**config.mk**
```make
export PLATFORM = sky130hd
export DESIGN_NAME = acr_regmap
export DESIGN_NICKNAME = d
export VERILOG_FILES = /design/src/hw/acr_pkg.sv /design/src/hw/acr_shadow_byte.sv /design/src/hw/acr_serial_port.sv /design/src/hw/acr_regmap.sv
export VERILOG_INCLUDE_DIRS = /design/src /design/src/hw
export SDC_FILE = /design/constraint.sdc
export NUM_CORES = 1
export LEC_CHECK = 0
export BUFFER_PORTS_ARGS = -buffer_cell sky130_fd_sc_hd__buf_2
export CORE_MARGIN = 3
export CORE_UTILIZATION = 40
export CTS_CLUSTER_DIAMETER = 30
export DETAILED_ROUTE_END_ITERATION = 10
export GPL_TIMING_DRIVEN = 1
export MAX_ROUTING_LAYER = met4
export PLACE_DENSITY = 0.59
export SLEW_MARGIN = 40
export SYNTH_ARGS = -nofsm -noshare
export SYNTH_HDL_FRONTEND = slang
export SYNTH_SLANG_ARGS = --single-unit
```
**constraint.sdc**
```tcl
create_clock -name core_clk_i -period 5.33 [get_ports core_clk_i]
set_input_delay 0.2665 -clock core_clk_i [delete_from_list [all_inputs] [get_ports core_clk_i]]
set_output_delay 0.2665 -clock core_clk_i [all_outputs]
set_load 0.1 [all_outputs]
```
**src/hw/acr_map.svh**
```systemverilog
`ifndef ACR_MAP_SVH
`define ACR_MAP_SVH

// ==========================================
// register addresses
`define ACR_ADDR_PORT     13'h000
`define ACR_ADDR_ID       13'h001
`define ACR_ADDR_GRADE    13'h002
`define ACR_ADDR_CHSEL    13'h005
`define ACR_ADDR_XFER     13'h0ff
`define ACR_ADDR_FUNC_LO  13'h008
`define ACR_ADDR_FUNC_HI  13'h020
`define ACR_ADDR_SYNC     13'h03a
`define ACR_ADDR_ONE      13'h001

// ==========================================
// function register bank layout
`define ACR_N_FUNC        26
`define ACR_FUNC_W        208
`define ACR_IDX_SYNC      5'h19
`define ACR_IDX_CLOCK     1
`define ACR_IDX_OUTMODE   12
`define ACR_LOCAL_MASK    26'h0000001

// ==========================================
// reset values and fields
`define ACR_DEF_ZERO      8'h00
`define ACR_DEF_CLOCK     8'h01
`define ACR_DEF_OUTMODE   8'h05
`define ACR_PORT_FIXED    8'h18
`define ACR_PORT_LSB_MASK 8'h42
`define ACR_PORT_SRST_MSK 8'h24
`define ACR_CHSEL_RST     2'h3
`define ACR_XFER_BIT      0
`define ACR_GRADE_LSB     4
`define ACR_RD_UNMAPPED   8'h00

// ==========================================
// serial framing
`define ACR_RNW_BIT       15
`define ACR_INSTR_LAST    4'hf
`define ACR_BYTE_LAST     4'h7
`define ACR_CNT_ZERO      4'h0
`define ACR_CNT_ONE       4'h1

`endif

```
**src/hw/acr_pkg.sv**
```systemverilog
`default_nettype none
package acr_pkg;
    // serial front-end frame phase
    typedef enum logic [1:0] {
        ACR_FE_IDLE,
        ACR_FE_INSTR,
        ACR_FE_DATA
    } acr_fe_state_t;
endpackage
`default_nettype wire

```
**src/hw/acr_shadow_byte.sv**
```systemverilog
`timescale 1ns/1ps
`default_nettype none
`include "acr_map.svh"

module acr_shadow_byte #(
    parameter logic [7:0] RST_VAL = `ACR_DEF_ZERO
) (
    // clock and reset
    input  wire logic       core_clk_i,
    input  wire logic       rst_b_i,
    input  wire logic       clr_i,
    // host write and commit
    input  wire logic       we_i,
    input  wire logic [7:0] wdata_i,
    input  wire logic       commit_i,
    // stored values
    output logic      [7:0] shadow_o,
    output logic      [7:0] work_o
);

    // a write and a commit in one cycle move the old shadow value
    always_ff @(posedge core_clk_i) begin
        if (!rst_b_i || clr_i) begin
            shadow_o <= RST_VAL;
            work_o   <= RST_VAL;
        end else begin
            if (we_i) begin
                shadow_o <= wdata_i;
            end
            if (commit_i) begin
                work_o <= shadow_o;
            end
        end
    end

endmodule
`default_nettype wire

```
**src/hw/acr_serial_port.sv**
```systemverilog
`timescale 1ns/1ps
`default_nettype none
`include "acr_map.svh"

module acr_serial_port (
    // clock and reset
    input  wire logic        core_clk_i,
    input  wire logic        rst_b_i,
    // serial pins
    input  wire logic        sclk_i,
    input  wire logic        csb_b_i,
    input  wire logic        sdio_i,
    output logic             sdio_o,
    output logic             sdio_oe_b_o,
    // register side
    input  wire logic        lsb_first_i,
    input  wire logic [7:0]  rdata_i,
    output logic      [12:0] addr_o,
    output logic             wr_stb_o,
    output logic      [12:0] wr_addr_o,
    output logic      [7:0]  wdata_o
);

    // ==========================================
    // pin synchronisers
    logic [2:0] sclk_q;
    logic [2:0] csb_q;
    logic [2:0] sdio_q;
    logic       sclk_f;
    logic       csb_f;
    logic       sdio_f;

    always_ff @(posedge core_clk_i) begin
        if (!rst_b_i) begin
            sclk_q <= 3'h0;
            csb_q  <= 3'h7;
            sdio_q <= 3'h0;
            sclk_f <= 1'b0;
            csb_f  <= 1'b1;
            sdio_f <= 1'b0;
        end else begin
            sclk_q <= {sclk_q[1:0], sclk_i};
            csb_q  <= {csb_q[1:0], csb_b_i};
            sdio_q <= {sdio_q[1:0], sdio_i};
            if (sclk_q[1] == sclk_q[2]) sclk_f <= sclk_q[2];
            if (csb_q[1] == csb_q[2]) csb_f <= csb_q[2];
            if (sdio_q[1] == sdio_q[2]) sdio_f <= sdio_q[2];
        end
    end

    wire logic sclk_agree = sclk_q[1] == sclk_q[2];
    wire logic sclk_rise  = sclk_agree && sclk_q[2] && !sclk_f;
    wire logic sclk_fall  = sclk_agree && !sclk_q[2] && sclk_f;
    wire logic bit_in     = (sdio_q[1] == sdio_q[2]) ? sdio_q[2] : sdio_f;

    // ==========================================
    // shifting
    acr_pkg::acr_fe_state_t state;
    logic [15:0] sr;
    logic [3:0]  cnt;
    logic        rnw;
    logic        byte_done;
    logic [7:0]  tx;

    // both orders assemble the same word
    wire logic [15:0] next_sr = lsb_first_i ? {bit_in, sr[15:1]}
                                            : {sr[14:0], bit_in};
    wire logic [7:0]  byte_in = lsb_first_i ? next_sr[15:8]
                                            : next_sr[7:0];
    wire logic [12:0] addr_step = lsb_first_i
                                  ? 13'(addr_o + `ACR_ADDR_ONE)
                                  : 13'(addr_o - `ACR_ADDR_ONE);
    wire logic [7:0]  next_tx = lsb_first_i ? {1'b0, tx[7:1]}
                                            : {tx[6:0], 1'b0};
    wire logic [7:0]  tx_src  = (cnt == `ACR_CNT_ZERO) ? rdata_i : next_tx;
    wire logic        tx_bit  = lsb_first_i ? tx_src[0] : tx_src[7];
    wire logic        cnt_wrap = cnt == `ACR_BYTE_LAST;
    wire logic [3:0]  cnt_inc = 4'(cnt + `ACR_CNT_ONE);

    always_ff @(posedge core_clk_i) begin
        if (!rst_b_i || csb_f) begin
            state       <= acr_pkg::ACR_FE_IDLE;
            cnt         <= `ACR_CNT_ZERO;
            byte_done   <= 1'b0;
            wr_stb_o    <= 1'b0;
            sdio_oe_b_o <= 1'b1;
            if (!rst_b_i) begin
                sr        <= 16'h0000;
                rnw       <= 1'b0;
                tx        <= 8'h00;
                sdio_o    <= 1'b0;
                addr_o    <= 13'h0000;
                wr_addr_o <= 13'h0000;
                wdata_o   <= 8'h00;
            end
        end else begin
            byte_done <= 1'b0;
            wr_stb_o  <= 1'b0;
            // step after the strobe so the write sees its own address
            if (byte_done) addr_o <= addr_step;
            unique case (state)
                acr_pkg::ACR_FE_IDLE: begin
                    state <= acr_pkg::ACR_FE_INSTR;
                end
                acr_pkg::ACR_FE_INSTR: begin
                    if (sclk_rise) begin
                        sr <= next_sr;
                        if (cnt == `ACR_INSTR_LAST) begin
                            state  <= acr_pkg::ACR_FE_DATA;
                            rnw    <= next_sr[`ACR_RNW_BIT];
                            addr_o <= next_sr[12:0];
                            cnt    <= `ACR_CNT_ZERO;
                        end else begin
                            cnt <= cnt_inc;
                        end
                    end
                end
                acr_pkg::ACR_FE_DATA: begin
                    if (sclk_rise) begin
                        sr  <= next_sr;
                        cnt <= cnt_wrap ? `ACR_CNT_ZERO : cnt_inc;
                        if (cnt_wrap) begin
                            byte_done <= 1'b1;
                            wr_stb_o  <= !rnw;
                            wr_addr_o <= addr_o;
                            wdata_o   <= byte_in;
                        end
                    end
                    if (sclk_fall && rnw) begin
                        tx          <= tx_src;
                        sdio_o      <= tx_bit;
                        sdio_oe_b_o <= 1'b0;
                    end
                end
                default: begin
                    state <= acr_pkg::ACR_FE_IDLE;
                end
            endcase
        end
    end

endmodule
`default_nettype wire

```
**src/hw/acr_regmap.sv**
```systemverilog
// Overview of operation
// - decode chip config, channel index/transfer and function regions
// - every location is one byte, bit 7 most significant
// - writes to 0x08..0x20 and 0x3A land in shadow only
// - writing 0x01 to 0xFF copies all shadows to working at once
// - transfer bit clears itself after the update
// - local registers per channel; write reaches each selected channel
// - host reads with one channel selected; both selected returns A
// - global registers written to both copies; channel select has no effect
// - reset loads every register with its default
// - output mode register resets to 0x05
`timescale 1ns/1ps
`default_nettype none
`include "acr_map.svh"

module acr_regmap #(
    // value arbitrary, not a real part code
    parameter logic [7:0] PART_IDENTIFIER     = 8'h5a,
    parameter logic [1:0] SPEED_GRADE = 2'h0
) (
    // clock and reset
    input  wire logic                   core_clk_i,
    input  wire logic                   rst_b_i,
    // serial pins
    input  wire logic                   sclk_i,
    input  wire logic                   csb_b_i,
    input  wire logic                   sdio_i,
    output logic                        sdio_o,
    output logic                        sdio_oe_b_o,
    // working function registers
    output logic      [`ACR_FUNC_W-1:0] func_work_a_o,
    output logic      [`ACR_FUNC_W-1:0] func_work_b_o,
    output logic                        commit_o
);

    localparam logic [`ACR_N_FUNC-1:0] LOCAL_MASK = `ACR_LOCAL_MASK;

    // ==========================================
    // serial front end
    logic [12:0] fe_addr;
    logic        wr_stb;
    logic [12:0] wr_addr;
    logic [7:0]  wdata;
    logic [7:0]  rdata;
    logic        lsb_first;
    logic [1:0]  chan_sel;
    logic        xfer_bit;
    logic        soft_rst;

    acr_serial_port u_port (
        .core_clk_i  (core_clk_i),
        .rst_b_i     (rst_b_i),
        .sclk_i      (sclk_i),
        .csb_b_i     (csb_b_i),
        .sdio_i      (sdio_i),
        .sdio_o      (sdio_o),
        .sdio_oe_b_o (sdio_oe_b_o),
        .lsb_first_i (lsb_first),
        .rdata_i     (rdata),
        .addr_o      (fe_addr),
        .wr_stb_o    (wr_stb),
        .wr_addr_o   (wr_addr),
        .wdata_o     (wdata)
    );

    // ==========================================
    // address decode
    function automatic logic is_func(input logic [12:0] a);
        is_func = (a >= `ACR_ADDR_FUNC_LO && a <= `ACR_ADDR_FUNC_HI)
                  || a == `ACR_ADDR_SYNC;
    endfunction

    function automatic logic [4:0] func_index(input logic [12:0] a);
        func_index = (a == `ACR_ADDR_SYNC) ? `ACR_IDX_SYNC
                                           : 5'(a - `ACR_ADDR_FUNC_LO);
    endfunction

    wire logic       wr_port  = wr_stb && wr_addr == `ACR_ADDR_PORT;
    wire logic       wr_chsel = wr_stb && wr_addr == `ACR_ADDR_CHSEL;
    wire logic       wr_xfer  = wr_stb && wr_addr == `ACR_ADDR_XFER;
    wire logic       wr_func  = wr_stb && is_func(wr_addr);
    wire logic [4:0] wr_idx   = func_index(wr_addr);

    wire logic       rd_port  = fe_addr == `ACR_ADDR_PORT;
    wire logic       rd_id    = fe_addr == `ACR_ADDR_ID;
    wire logic       rd_grade = fe_addr == `ACR_ADDR_GRADE;
    wire logic       rd_chsel = fe_addr == `ACR_ADDR_CHSEL;
    wire logic       rd_xfer  = fe_addr == `ACR_ADDR_XFER;
    wire logic       rd_func  = is_func(fe_addr);
    wire logic [4:0] rd_idx   = func_index(fe_addr);
    wire logic       rd_map   = rd_port || rd_id || rd_grade || rd_chsel
                                || rd_xfer || rd_func;

    // ==========================================
    // chip configuration and transfer
    // soft reset and transfer are strobes and never read back as one
    always_ff @(posedge core_clk_i) begin
        if (!rst_b_i) begin
            soft_rst <= 1'b0;
        end else begin
            soft_rst <= wr_port && |(wdata & `ACR_PORT_SRST_MSK);
        end
    end

    always_ff @(posedge core_clk_i) begin
        if (!rst_b_i || soft_rst) begin
            lsb_first <= 1'b0;
            chan_sel  <= `ACR_CHSEL_RST;
            xfer_bit  <= 1'b0;
        end else begin
            if (wr_port) begin
                lsb_first <= |(wdata & `ACR_PORT_LSB_MASK);
            end
            if (wr_chsel) begin
                chan_sel <= wdata[1:0];
            end
            // set on command, gone the cycle after the commit
            xfer_bit <= wr_xfer && wdata[`ACR_XFER_BIT];
        end
    end

    assign commit_o = xfer_bit;

    // ==========================================
    // shadowed function registers, one copy per channel
    logic [`ACR_FUNC_W-1:0] shad_a;
    logic [`ACR_FUNC_W-1:0] shad_b;

    for (genvar i = 0; i < `ACR_N_FUNC; i++) begin : g_func
        localparam logic [7:0] RV =
            (i == `ACR_IDX_CLOCK)   ? `ACR_DEF_CLOCK   :
            (i == `ACR_IDX_OUTMODE) ? `ACR_DEF_OUTMODE :
                                      `ACR_DEF_ZERO;
        // a global register keeps both copies equal
        wire logic hit  = wr_func && wr_idx == 5'(i);
        wire logic glob = !LOCAL_MASK[i];
        wire logic we_a = hit && (glob || chan_sel[0]);
        wire logic we_b = hit && (glob || chan_sel[1]);

        acr_shadow_byte #(
            .RST_VAL (RV)
        ) u_a (
            .core_clk_i (core_clk_i),
            .rst_b_i    (rst_b_i),
            .clr_i      (soft_rst),
            .we_i       (we_a),
            .wdata_i    (wdata),
            .commit_i   (xfer_bit),
            .shadow_o   (shad_a[i*8 +: 8]),
            .work_o     (func_work_a_o[i*8 +: 8])
        );

        acr_shadow_byte #(
            .RST_VAL (RV)
        ) u_b (
            .core_clk_i (core_clk_i),
            .rst_b_i    (rst_b_i),
            .clr_i      (soft_rst),
            .we_i       (we_b),
            .wdata_i    (wdata),
            .commit_i   (xfer_bit),
            .shadow_o   (shad_b[i*8 +: 8]),
            .work_o     (func_work_b_o[i*8 +: 8])
        );
    end

    // ==========================================
    // readback
    // copy B only when A alone is deselected; both set favours A
    wire logic       rd_local = rd_func && LOCAL_MASK[rd_idx];
    wire logic       rd_use_b = rd_local && !chan_sel[0]
                                && chan_sel[1];
    wire logic [7:0] rd_fa    = shad_a[{rd_idx, 3'b000} +: 8];
    wire logic [7:0] rd_fb    = shad_b[{rd_idx, 3'b000} +: 8];
    wire logic [7:0] rd_fbyte = rd_use_b ? rd_fb : rd_fa;
    wire logic [7:0] port_rd  = `ACR_PORT_FIXED
                                | (lsb_first ? `ACR_PORT_LSB_MASK
                                             : `ACR_DEF_ZERO);
    wire logic [7:0] grade_rd = 8'(SPEED_GRADE) << `ACR_GRADE_LSB;

    assign rdata = rd_port  ? port_rd
                 : rd_id    ? PART_IDENTIFIER
                 : rd_grade ? grade_rd
                 : rd_chsel ? 8'(chan_sel)
                 : rd_xfer  ? 8'(xfer_bit)
                 : rd_func  ? rd_fbyte
                 : `ACR_RD_UNMAPPED;
endmodule
`default_nettype wire

```
Yosys cells after proc, flatten, opt, wreduce, memory -nomap -nowiden
Memories as Yosys holds them, arrays and structs flattened.
Cells that the tools add are included.
{"block": "totals", "reg_bits": 518, "mem_bits_ro": 32, "inputBits": 5, "output_inout_bits": 419, "word_cells": 271, "memories": 1}
{"block": "classes", "n_addsub": 5, "magnitude_cmp": 5, "n_eq_ne": 44, "n_shift": 2, "muxes": 57, "n_bitwise": 3, "n_reduce_logical": 78}
{"name": "(no name shown)", "depth": 32, "word_bits": 1, "rd": 1, "rd_clocked_by_memory_dff": 0, "write_ports": 0, "line_no": "acr_regmap.sv:170", "rtl": "wire logic rd_local = rd_func && LOCAL_MASK[rd_idx];"}
{"operator": "208-bit by 9-bit variable part select with 8-bit output", "n": 2}
{"operator": "8-bit 2-to-1 mux", "n": 18}
{"operator": "13-bit 2-to-1 mux", "n": 11}
{"operator": "16-bit 2-to-1 mux", "n": 5}
{"operator": "5-bit equality test (second input constant)", "n": 10}
{"operator": "1-bit logical AND", "n": 44}
{"operator": "5-bit by 4-bit equality test with 1-bit output (second input constant)", "n": 8}
{"operator": "13-bit by 3-bit equality test with 1-bit output (second input constant)", "n": 2}
{"operator": "13-bit by 6-bit equality test with 1-bit output (second input constant)", "n": 2}
{"operator": "13-bit by 8-bit equality test with 1-bit output (second input constant)", "n": 2}
{"operator": "13-bit by 4-bit greater-or-equal comparator with 1-bit output (second input constant)", "n": 2}
{"operator": "13-bit by 6-bit less-or-equal comparator with 1-bit output (second input constant)", "n": 2}
{"operator": "13-bit zero test", "n": 2}
{"operator": "5-bit by 3-bit equality test with 1-bit output (second input constant)", "n": 4}
{"operator": "4-bit 2-to-1 mux", "n": 4}
{"operator": "2-bit nonzero test", "n": 8}
{"operator": "13-bit by 1-bit adder with 13-bit output (second input constant)", "n": 1}
{"operator": "13-bit by 1-bit equality test with 1-bit output (second input constant)", "n": 1}
{"operator": "13-bit by 2-bit equality test with 1-bit output (second input constant)", "n": 1}
{"operator": "13-bit by 1-bit subtractor with 13-bit output (second input constant)", "n": 1}
{"operator": "1-bit 2-to-1 mux", "n": 12}
{"operator": "3-bit AND reduction", "n": 4}
{"operator": "5-bit by 2-bit equality test with 1-bit output (second input constant)", "n": 2}
{"operator": "5-bit 2-to-1 mux", "n": 2}
{"operator": "other kinds (26)", "n": 44}

Depth between registers and ports, before layout
Gate-level depths: netlist of the first run.
{"block": "logic_depth", "depth_word": 19, "ltp_mapped": 13, "ltp_nobuf": 9}

Modules after synthesis
From an unflattened synthesis of the first run, not the netlist that was laid out.
{"block": "hier_totals", "hier_cells": 3634, "area_unflattened_um2": 39738.1}
{"mod": "acr_shadow_byte (g_func[0].u_a ...)", "n_inst": 48, "cells_per_inst": 53, "area_each_um2": 625.6, "seq_area_each_um2": 320.3}
{"mod": "acr_serial_port", "n_inst": 1, "cells_per_inst": 386, "area_each_um2": 4061.4, "seq_area_each_um2": 2222.1}
{"mod": "acr_regmap", "n_inst": 1, "cells_per_inst": 492, "area_each_um2": 3268.1, "seq_area_each_um2": 100.1}
{"mod": "acr_shadow_byte (g_func[12].u_a ...)", "n_inst": 2, "cells_per_inst": 53, "area_each_um2": 595.6, "seq_area_each_um2": 320.3}
{"mod": "acr_shadow_byte (g_func[1].u_a ...)", "n_inst": 2, "cells_per_inst": 53, "area_each_um2": 594.3, "seq_area_each_um2": 320.3}

Worst setup path after synthesis of the first run
Ideal clock, no wire load.
{"block": "synth_timing", "path_type": "flip-flop to flip-flop", "start": "register u_port.addr_o[0]", "end": "register u_port.tx[3], data pin", "setup_time_ns": 0.260, "arrival_time_ns": 3.402, "t_required_ns": 5.070, "path_slack_ns": 1.668, "stages_incl_launch_ff": 12, "n_path_buf": 2, "period_less_slack_ns": 3.662, "cell_sequence": "edfxtp_1 clkbuf_1 inv_1 clkbuf_1 ha_1 or4bb_1 a21boi_1 o2111ai_2 mux2_2 mux4_2 a21oi_1 o21ai_1"}
{"block": "synth_via", "elab_chain_len": 18, "word_cells_on_any_way": 30, "cone_classes": "1 x add/sub; 2 x order compare; 5 x eq/ne; 2 x shift; 13 x mux; 6 x reduce/logical; 1 x memory"}
{"item": "start: declaration", "line_no": "acr_serial_port.sv:18", "rtl": "output logic [12:0] addr_o,"}
{"item": "start signal: assignment", "line_no": "acr_serial_port.sv:100", "rtl": "if (byte_done) addr_o <= addr_step;"}
{"item": "start signal: assignment", "line_no": "acr_serial_port.sv:111", "rtl": "addr_o <= next_sr[12:0];"}
{"item": "5-bit by 4-bit subtractor with 5-bit output (no line) / 13-bit by 6-bit equality test with 1-bit output (equally long branches)"}
{"item": "5-bit 2-to-1 mux", "line_no": "acr_regmap.sv:74", "rtl": "func_index = (a == `ACR_ADDR_SYNC) ? `ACR_IDX_SYNC"}
{"item": "memory read 32 x 1 bit"}
{"item": "1-bit 2-to-1 mux (implied by the code)", "line_no": "acr_regmap.sv:170"}
{"item": "1-bit logical AND", "line_no": "acr_regmap.sv:170"}
{"item": "1-bit logical AND", "line_no": "acr_regmap.sv:171", "rtl": "wire logic rd_use_b = rd_local && !chan_sel[0]"}
{"item": "1-bit logical AND", "line_no": "acr_regmap.sv:172", "rtl": "&& chan_sel[1];"}
{"item": "8-bit 2-to-1 mux", "line_no": "acr_regmap.sv:175", "rtl": "wire logic [7:0] rd_fbyte = rd_use_b ? rd_fb : rd_fa;"}
{"item": "8-bit 2-to-1 mux (no line) (5 in series)"}
{"item": "8-bit 2-to-1 mux (no line) (*)"}
{"item": "8-bit 2-to-1 mux (*)", "line_no": "acr_serial_port.sv:75", "rtl": "wire logic [7:0] tx_src = (cnt == `ACR_CNT_ZERO) ? rdata_i : next_tx;"}
{"item": "8-bit 2-to-1 mux (*)", "line_no": "acr_serial_port.sv:129", "rtl": "if (sclk_fall && rnw) begin"}
{"item": "8-bit 2-to-1 mux (*)", "line_no": "acr_serial_port.sv:101", "rtl": "unique case (state)"}
{"item": "8-bit 2-to-1 mux (*)", "line_no": "acr_serial_port.sv:81", "rtl": "if (!rst_b_i || csb_f) begin"}
{"item": "end signal: assignment", "line_no": "acr_serial_port.sv:130", "rtl": "tx <= tx_src;"}
{"item": "end: declaration", "line_no": "acr_serial_port.sv:63", "rtl": "logic [7:0] tx;"}
Mark *: on every way between the ends. The rest lies on a longest branch, timed or not. The select of a mux whose other input is x is not followed.
A chain may end at the register's enable or synchronous reset.

Worst setup path after layout of the first run
{"block": "layout_timing", "start": "register u_port.addr_o[3]", "end": "register u_port.tx[3], data pin"}
Same word-level chain as after synthesis.

==> results of run 1 <==
metrics by stage:
stage | cells | hold WS (ns) | power (mW) | cell area [sq um]
final | 3576 | 0.0333 | 11.3 | 28900
after global routing | 3576 | 0.0388 | 11.6 | 28900
after CTS | 3575 | 0.00353 | 11.4 | 28900
after detailed placement | 3373 | 0.395 | 4.33 | 25000
after global placement | 3371 | 0.396 | 4.32 | 24800
after floorplan | 2526 | 0.368 | 4.23 | 23600
per-layer routing:
layer / up-vias / global-route usage, %
met3: 153 / 3.87
li1: 8947 / -
met5: - / -
met2: 838 / 44.0
met4: 0 / 10.3
met1: 9610 / 34.4
placed cells by master, fill, tap and decap left out, types with 11 or more instances in the layout:
cell,instances
mux2i_1,399
mux2_2,22
a211oi_1,15
o21ai_0,58
buf_2,423
dfxtp_1,457
clkinvlp_4,11
nor2_1,418
nand2_1,242
and2_1,21
nand4_1,14
ha_1,17
or3_1,12
xnor2_1,13
inv_1,26
bufinv_16,17
clkbuf_1,11
clkbuf_8,14
nand3_1,25
nor3_1,14
a31oi_1,13
clkinv_2,17
buf_4,30
a21oi_1,136
clkbuf_16,112
edfxtp_1,60
timing repair:
item                      4_1_cts  5_1_grt
hold buffers                    3        0
resized for setup               0        0
hold endpoints to repair        3        0
flip-flops by register name, summed over array words and instances (netlist names), 2 cells and up:
name / cells
u_port.sclk_q: 3
g_func.u_b.work_o: 112
g_func.u_a.work_o: 104
chan_sel: 2
u_port.tx: 8
u_port.addr_o: 13
u_port.csb_q: 3
u_port.state: 2
u_port.wr_addr_o: 13
u_port.cnt: 4
u_port.sdio_q: 3
g_func.u_a.shadow_o: 120
u_port.sr: 16
u_port.wdata_o: 8
g_func.u_b.shadow_o: 96
where the power goes:
group | internal [mW] | leakage [nW] | total [mW] | switching [mW]
sequential | 3.97 | 4.31 | 4.00 | 0.0227
clock | 4.84 | 1.89 | 7.04 | 2.21
combinational | 0.0603 | 5.73 | 0.269 | 0.208
cell type report:
class                      count  area [sq um]  area share [%]
antenna                        1          2.50         0.00866
clock buffer                 137          3040            10.5
clock inverter                62           866            2.99
inverter                      28           105           0.364
multi-input combinational   1603         10500            36.2
sequential                   518         11000            38.0
tap                          765           957            3.31
timing repair buffer         462          2500            8.64
final timing paths:
kind | end | cells past startpoint | slack [ns]
setup / recovery | u_port.tx[3] | 9 | 1.49
hold / removal | u_port.csb_f | 2 | 0.03
setup reg to reg | u_port.tx[3] | 9 | 1.49
hold reg to reg | u_port.csb_q[1] | 1 | 0.41
cells by family (layout without fill, tap and decap cells):
group / count (synthesis) / count (layout) / synth area share (%)
and+or+nand+nor: 821 / 821 / 15.3
DFF: 518 / 518 / 46.4
muxes: 425 / 425 / 18.2
buffers and inverters: 405 / 689 / 9.81
AOI/OAI and AO/OA: 324 / 324 / 8.79
adders and majority gates: 18 / 18 / 0.942
xor gates and xnor gates: 15 / 15 / 0.556
other: 0 / 1 / 0
==> results.toml, run 1 <==
[outcome]
status = "finished clean"

[yosys]
synth.distinct_cells = 91
synth_seq_area_share_pct = 46.4
syn_avg_cell_area_sq_um = 9.36
synth-edff-count = 60
synth_flop_cell = "dfxtp_1"
yosys-top-cells-area = "dfxtp_1, mux2i_1, edfxtp_1"
yosysMostFrequentCell = "dfxtp_1"
yosys_register_bits = 518
yosysTopAreaCellShare_pct = 38.8
syn_area_sq_um = 23600
yosysTopAreaCell = "dfxtp_1"
yosys_warnings = 0
synth_cells = 2526
async_flop_share_pct = 0
yosys-top-cells-count = "dfxtp_1, nor2_1, mux2i_1"
syn_nets = 2548

[critical_path]
path_delay_family = "multiplexers"
critical_path_peak_fanout = 14
cp.arrival_ns = 4.21
end_kind = "flip-flop"
crit_chain = "clkinv_1, ha_1, nand3b_1, nor2_1, o2111ai_2, mux2_2, mux4_2, a21oi_1, o21ai_1"
crit_start = "u_port.addr_o[3]"
r2r-start = "u_port.addr_o[3]"
cp-start-kind = "flip-flop"
path_class = "flip-flop to flip-flop"
required_ns = 5.70
slowest_stage = "edfxtp_1"
max_stage_delay_ns = 0.81
cp_num_buf_inv = 1

[clock_network]
cts_num_sinks = 518
h-tree-depth = 3
ctsRootBufferMaster = "clkbuf_16"
clock_latency_ns = 0.66
cts_setup_buffers = 0
cts.clk_slew.worst_paths_ns = 0.04
cts_buffers = 108
cts_tree = "built"
cts_buffer_depth = 3

[flow_run]
maxCapViolCount = 0

[sta]
setup_viol = 0
setup_ws_ns = 1.49
fin_crit_ns = 3.84
grt_setup_unrepaired = "false"
post-route-period-util_pct = 72.1
final_max_slew_viol_count = 0
report.final.hold_viol_count = 0
relSlewSlack_pct = 39.6
setup-tns-final_ns = 0
tightest_slew_ns = 0.904
fmax_mhz = 260
finClkSkew_ns = 0.0353

[power]
p_per_area_nw_per_um2 = 391
ir_drop_mv = 0.270
p_leak_nw = 11.9

[routing]
wire_per_inst_um = 24.0
wl_met1_um = 36000
totalWireLength_um = 85700
drt_iter0_markers = 1876
vias = 19500
drc = 0
wl_met2_um = 41200
via_per_inst = 5.47
dr.max_layer_used = "met4"
antenna_left = 0
drt-pass1-iter-count = 7
routed-wl-met3_um = 5580

[place]
hpwl_um = 60900
pre_cts_slack_ns = 1.57
gp_congestion = 0.985
portBuffers = 423

[floorplanning]
die_w_um = 249
io_pins = 424
core_sq_um = 58000
rows = 88
start_util_pct = 40.7
design.die.area_sq_um = 62000
fp.dieH_um = 249

[worst_hold_path]
min_path_type = "input pin to flip-flop"
min_from = "rst_b_i"

[final_layout]
nFillCells = 5372
drive_above_1_share_pct = 25.6
fin_nets = 2743
syn_to_final_growth_pct = 22.3
final_util_pct = 49.8

[global_route]
gr-total-overflow = 0
grt_pass1_vias = 18500
grt.total_usage_pct = 27.1
grt_first_pass_wirelength_um = 125000
grt_start_max_net_pins = 145
antenna_found_initial = 2
Power figures use the tool's default switching activity.
==> inputs of run 2 (changes only) <==
--- a/config.mk
+++ b/config.mk
@@ -6,6 +6,7 @@
 export SDC_FILE = /design/constraint.sdc
 export NUM_CORES = 1
 export LEC_CHECK = 0
+export ABC_AREA = 1
 export BUFFER_PORTS_ARGS = -buffer_cell sky130_fd_sc_hd__buf_2
 export CORE_MARGIN = 3
 export CORE_UTILIZATION = 40
@@ -13,7 +14,7 @@
 export DETAILED_ROUTE_END_ITERATION = 10
 export GPL_TIMING_DRIVEN = 1
 export MAX_ROUTING_LAYER = met4
-export PLACE_DENSITY = 0.59
+export PLACE_DENSITY = 0.62
 export SLEW_MARGIN = 40
 export SYNTH_ARGS = -nofsm -noshare
 export SYNTH_HDL_FRONTEND = slang
==> constraint.sdc (replaced) <==
create_clock -name core_clk_i -period 3.3 [get_ports core_clk_i]
set_input_delay 0.165 -clock core_clk_i [delete_from_list [all_inputs] [get_ports core_clk_i]]
set_output_delay 0.165 -clock core_clk_i [all_outputs]
set_load 0.1 [all_outputs]
==> results.toml, run 2 <==
[routing]
via_per_inst = 5.29
drt-pass1-iter-count = 8
wire_per_inst_um = 21.2
totalWireLength_um = 83300
vias = 20800
drc = 0
drt_iter0_markers = 1952
antenna_left = 0

[place]
gp_congestion = 0.995
hpwl_um = 60700
pre_cts_slack_ns = 0.360
portBuffers = 423
placedCellCount = 3712

[flow_run]
maxCapViolCount = 0

[yosys]
yosys.area_share.simple_pct = 14.9
async_flop_share_pct = 0
synth_flop_cell = "dfxtp_1"
synth_seq_area_share_pct = 48.1
synth_top_family_by_area = "compound AO/OA/AOI/OAI gates"
yosys_warnings = 0
yosysTopAreaCellShare_pct = 40.2
synth.distinct_cells = 56
yosys_register_bits = 518
synth_xor_area_share_pct = 0.384
syn_nets = 2883
yosysMostFrequentCell = "nand2_1"
syn_area_sq_um = 22800
muxShareOfSynthArea_pct = 0
yosysTopAreaCell = "dfxtp_1"
synth-compound-area-share_pct = 22.1
syn_avg_cell_area_sq_um = 7.97
yosys.area_share.adder_pct = 0.933
synth-edff-count = 60
yosys-top-cells-count = "nand2_1, dfxtp_1, a21oi_1"
synth_cells = 2861
yosys-top-cells-area = "dfxtp_1, a21oi_1, nand2_1"

[critical_path]
required_ns = 3.79
rrSetupSlack_ns = 0.25
path_class = "flip-flop to flip-flop"
critical_path_peak_fanout = 9
end_kind = "flip-flop"
slowest_stage = "a211oi_1"
r2r-start = "u_port.addr_o[0]"
path_delay_family = "simple AND/OR/NAND/NOR gates"
reg2reg_to = "u_port.tx[3]"
cp.arrival_ns = 3.54
crit_start = "u_port.addr_o[0]"
crit_chain = "inv_1, ha_1, nand3_1, nor2_1, nand2_2, nand2_4, nand2_4, nor2_1, inv_1, a211oi_1, o21ai_0, nand2_1, nand2_1, a21oi_1"
reg2reg_depth = 14
max_stage_delay_ns = 0.39
cp-start-kind = "flip-flop"
cp_num_buf_inv = 2

[final_layout]
antenna_cells = 0
drive_above_1_share_pct = 23.0
syn_to_final_growth_pct = 23.1
reg_top3 = "g_func.u_a.shadow_o (120), g_func.u_b.work_o (112), g_func.u_a.work_o (104)"
area.sequential_sq_um = 11000
layout_common_cells = "nand2_1, dfxtp_1, a21oi_1"
fin_nets = 3102
top_register = "g_func.u_a.shadow_o"
layout_commonest_cell = "nand2_1"
nFillCells = 5438
final_cells = 3922
multi_input_area_sq_um = 8760
largest_register_ffs = 120

[global_route]
antenna_found_initial = 0
grt.total_usage_pct = 27.7
use_met2_pct = 44.6
gr-total-overflow = 0
grt_first_pass_wirelength_um = 124000
busiest_layer = "met2"
grt_pass1_vias = 19600
use_met3_pct = 4.50
grt_start_max_net_pins = 199
gr-usage-met1_pct = 35.7

[power]
netSwitchingFraction_pct = 22.3
p_leak_nw = 11.9
comb_power_share_pct = 2.5
p_sw_mw = 4.02
ir_drop_mv = 0.426
p_seq_share_pct = 35.9
power_frac_clock_pct = 61.6
p_per_area_nw_per_um2 = 641
internal_power_mw = 14.0

[clock_network]
cts_num_sinks = 518
cts.clk_slew.worst_paths_ns = 0.05
cts_resized = 0
cts_buffers = 108
ctsRootBufferMaster = "clkbuf_16"
h-tree-depth = 3
clock_latency_ns = 0.66
cts_hold_buffers = 6
cts_buffer_depth = 3
cts_setup_buffers = 0
cts_tree = "built"

[floorplanning]
design.die.area_sq_um = 59900
fp.dieH_um = 245
die_w_um = 245
core_sq_um = 55700
rows = 86
io_pins = 424
start_util_pct = 40.9

[worst_hold_path]
min_from = "csb_b_i"
min_path_type = "input pin to flip-flop"
holdPathEnd = "u_port.csb_q[0]"
hold_depth = 3

[sta]
final_max_slew_viol_count = 0
fin_crit_ns = 3.05
finClkSkew_ns = 0.0240
tightest_slew_ns = 0.786
setup_viol = 0
report.final.hold_viol_count = 0
grt_setup_unrepaired = "false"
relSlewSlack_pct = 47.6
setup-tns-final_ns = 0
hold_ws_ns = 0.249
setup_ws_ns = 0.255
post-route-period-util_pct = 92.3
fmax_mhz = 328

[outcome]
status = "finished clean"
## run 2: kinds of logic (layout without fill, tap and decap cells)
family                   Yosys count  after routing
flip-flops                       518            518
buffers and inverters            603            916
adder cells (fa/ha/maj)           17             17
XOR/XNOR                          10             10
AO/OA/AOI/OAI                    913            913
AND/OR/NAND/NOR                  800            800
## run 2: worst reg2reg max path, cell delays in order, from the launching register on
cell and delay [ns]:
edfxtp_1 0.38, inv_1 0.14, ha_1 0.21, nand3_1 0.09
nor2_1 0.14, nand2_2 0.14, nand2_4 0.19, nand2_4 0.16
nor2_1 0.33, inv_1 0.13, a211oi_1 0.39, o21ai_0 0.29
nand2_1 0.13, nand2_1 0.06, a21oi_1 0.13
## run 2: area by class of cell
class	instances	share of cell area, %
repair buffers	495	9.97
inverters	217	2.94
clock inverters	70	2.98
clock buffers	134	10.5
well taps	748	3.33
flip-flops and latches	518	39.1
multi-input cells	1740	31.2
## run 2: worst max path at each step
stage / end / depth (start not counted)
3_3_place_gp: u_port.sdio_o / 21
2_1_floorplan: u_port.tx[2] / 18
6_report: u_port.tx[3] / 14
4_1_cts: u_port.tx[3] / 14
5_1_grt: u_port.tx[3] / 14
3_5_place_dp: u_port.tx[3] / 14
## run 2: layer usage
metal | routed length (um) | vias up
li1 | - | 9921
met1 | 35900 | 9918
met2 | 39600 | 778
met3 | 5170 | 137
met4 | 2550 | 0
met5 | 0 | -
## run 2: per-stage QoR
| stage | utilization, % | power (mW) | instance area, sq um |
|---|---|---|---|
| 2_1_floorplan | - | 6.83 | 22800 |
| 3_3_place_gp | 43.5 | 7.01 | 24200 |
| 3_5_place_dp | 43.5 | 7.00 | 24200 |
| 4_1_cts | 50.4 | 18.1 | 28100 |
| 5_1_grt | 50.4 | 18.5 | 28100 |
| 6_report | 50.4 | 18.0 | 28100 |
## run 2: power by group through the flow
stage	sequential [mW]	combinational [mW]	clock (mW)
after floorplan	6.56	0.273	0
after global placement	6.57	0.437	0
after detailed placement	6.57	0.436	0
after CTS	6.45	0.443	11.2
after global routing	6.44	0.483	11.5
final	6.45	0.450	11.1
==> inputs of run 3 (changes only) <==
--- a/config.mk
+++ b/config.mk
@@ -6,7 +6,6 @@
 export SDC_FILE = /design/constraint.sdc
 export NUM_CORES = 1
 export LEC_CHECK = 0
-export ABC_AREA = 1
 export BUFFER_PORTS_ARGS = -buffer_cell sky130_fd_sc_hd__buf_2
 export CORE_MARGIN = 3
 export CORE_UTILIZATION = 40
==> results.toml, run 3 (synthesis results as in run 1) <==
[place]
gp_congestion = 0.967
hpwl_um = 64300
portBuffers = 423
dpl_cell_area_sq_um = 25700

[floorplanning]
rows = 88
io_pins = 424
design.die.area_sq_um = 62000
fp.dieH_um = 249
start_util_pct = 40.7
core_sq_um = 58000
die_w_um = 249

[worst_hold_path]
min_path_type = "flip-flop to flip-flop"

[sta]
relSlewSlack_pct = 45.9
finClkSkew_ns = 0.0439
post-route-period-util_pct = 96.0
hold_ws_ns = 0.413
setup_viol = 0
tightest_slew_ns = 0.811
fin_crit_ns = 3.17
setup-tns-final_ns = 0
final_max_slew_viol_count = 0
report.final.hold_viol_count = 0
fmax_mhz = 316
grt_setup_unrepaired = "false"

[critical_path]
cp-start-kind = "flip-flop"
path_class = "flip-flop to flip-flop"
critical_path_peak_fanout = 16
cp.arrival_ns = 3.56
required_ns = 3.69
end_kind = "flip-flop"

[final_layout]
largest_register_ffs = 120
layout_commonest_cell = "dfxtp_1"
final_util_pct = 51.0
antenna_cells = 0
top_register = "g_func.u_a.shadow_o"
layout_common_cells = "dfxtp_1, buf_2, nor2_1"
design_area_sq_um = 29600
drive_above_1_share_pct = 27.6
reg_top3 = "g_func.u_a.shadow_o (120), g_func.u_b.work_o (112), g_func.u_a.work_o (104)"
syn_to_final_growth_pct = 25.3
fin_nets = 2831

[clock_network]
cts_num_sinks = 518
cts.clk_slew.worst_paths_ns = 0.05
ctsRootBufferMaster = "clkbuf_16"
clock_latency_ns = 0.65
h-tree-depth = 3
cts_buffer_depth = 3
cts_tree = "built"
cts_buffers = 104

[global_route]
gr-total-overflow = 0
grt_start_max_net_pins = 83
grt_first_pass_wirelength_um = 126000
antenna_found_initial = 0
grt.total_usage_pct = 27.5
grt_pass1_vias = 18900

[routing]
vias = 19600
antenna_left = 0
totalWireLength_um = 86300
drt_iter0_markers = 1473
wire_per_inst_um = 23.6
drc = 0
via_per_inst = 5.35
drt-pass1-iter-count = 5

[outcome]
status = "finished clean"

[power]
comb_power_share_pct = 2.6
p_leak_nw = 12.3
power_frac_clock_pct = 62.4
p_sw_mw = 3.93
internal_power_mw = 14.5
p_seq_share_pct = 35.0
ir_drop_mv = 0.609
p_per_area_nw_per_um2 = 622
netSwitchingFraction_pct = 21.3

[flow_run]
maxCapViolCount = 0
==> run 3: cell types whose count changed in the layout (fill, tap and decap cells not counted), moves of 177 or more <==
cell,previous run,this run
a21oi_1,449,137
o21ai_0,270,59
nor2_1,186,419
nand2_1,485,242
inv_1,202,25
mux2i_1,0,399
==> run 3: power by group through the flow <==
stage / clock [mW] / combinational, mW / sequential, mW
finish: 11.5 / 0.477 / 6.45
detailed placement: 0 / 0.460 / 6.57
CTS: 11.6 / 0.468 / 6.45
global placement: 0 / 0.447 / 6.57
floorplan: 0 / 0.278 / 6.55
global route: 11.9 / 0.501 / 6.44
==> run 3: timing repair <==
item	in CTS	in global routing
resized for setup	0	1
hold endpoints to repair	14	0
endpoints found under the setup margin	0	1
setup buffers	0	0
hold buffers	7	0
==> run 3: final cells by class <==
class                   instances  area (sq um)
clock buffers                 128          2850
clock inverters                68          1040
fillers                      5266         28400
inverters                      28           105
multi-input cells            1603         10400
flip-flops and latches        518         11000
well taps                     765           957
repair buffers                554          3290
==> run 3: worst paths after layout <==
path                            slack, ns             start  depth (start not counted)               to
worst min-delay path                 0.41   u_port.csb_q[0]                          1  u_port.csb_q[1]
worst max-delay path                 0.13  u_port.addr_o[9]                          8     u_port.tx[4]
worst min register to register       0.41   u_port.csb_q[0]                          1  u_port.csb_q[1]
worst max register to register       0.13  u_port.addr_o[9]                          8     u_port.tx[4]
==> run 3: routing by layer <==
metal / up-vias / share of wire [%] / track usage [%]
li1: 9114 / - / -
met1: 9610 / 42 / 34.5
met2: 722 / 48 / 44.6
met3: 166 / 6.0 / 4.79
met4: 0 / 3.6 / 10.1
met5: - / 0 / -
==> run 3: through the flow <==
stage	worst slack (ns)	power, mW	instances
floorplan	0.000806	6.83	2526
global placement	0.166	7.02	3457
detailed placement	0.153	7.03	3461
CTS	0.175	18.5	3664
global route	0.0261	18.8	3664
finish	0.133	18.4	3664
==> run 3: critical path, stage by stage (launching register included) <==
cell and delay, ns:
edfxtp_1 0.38, or4_4 0.57, o41a_2 0.72, buf_4 0.30, mux2i_1 0.21, o22ai_1 0.10
or3_1 0.38, a31oi_1 0.18, a21oi_1 0.09
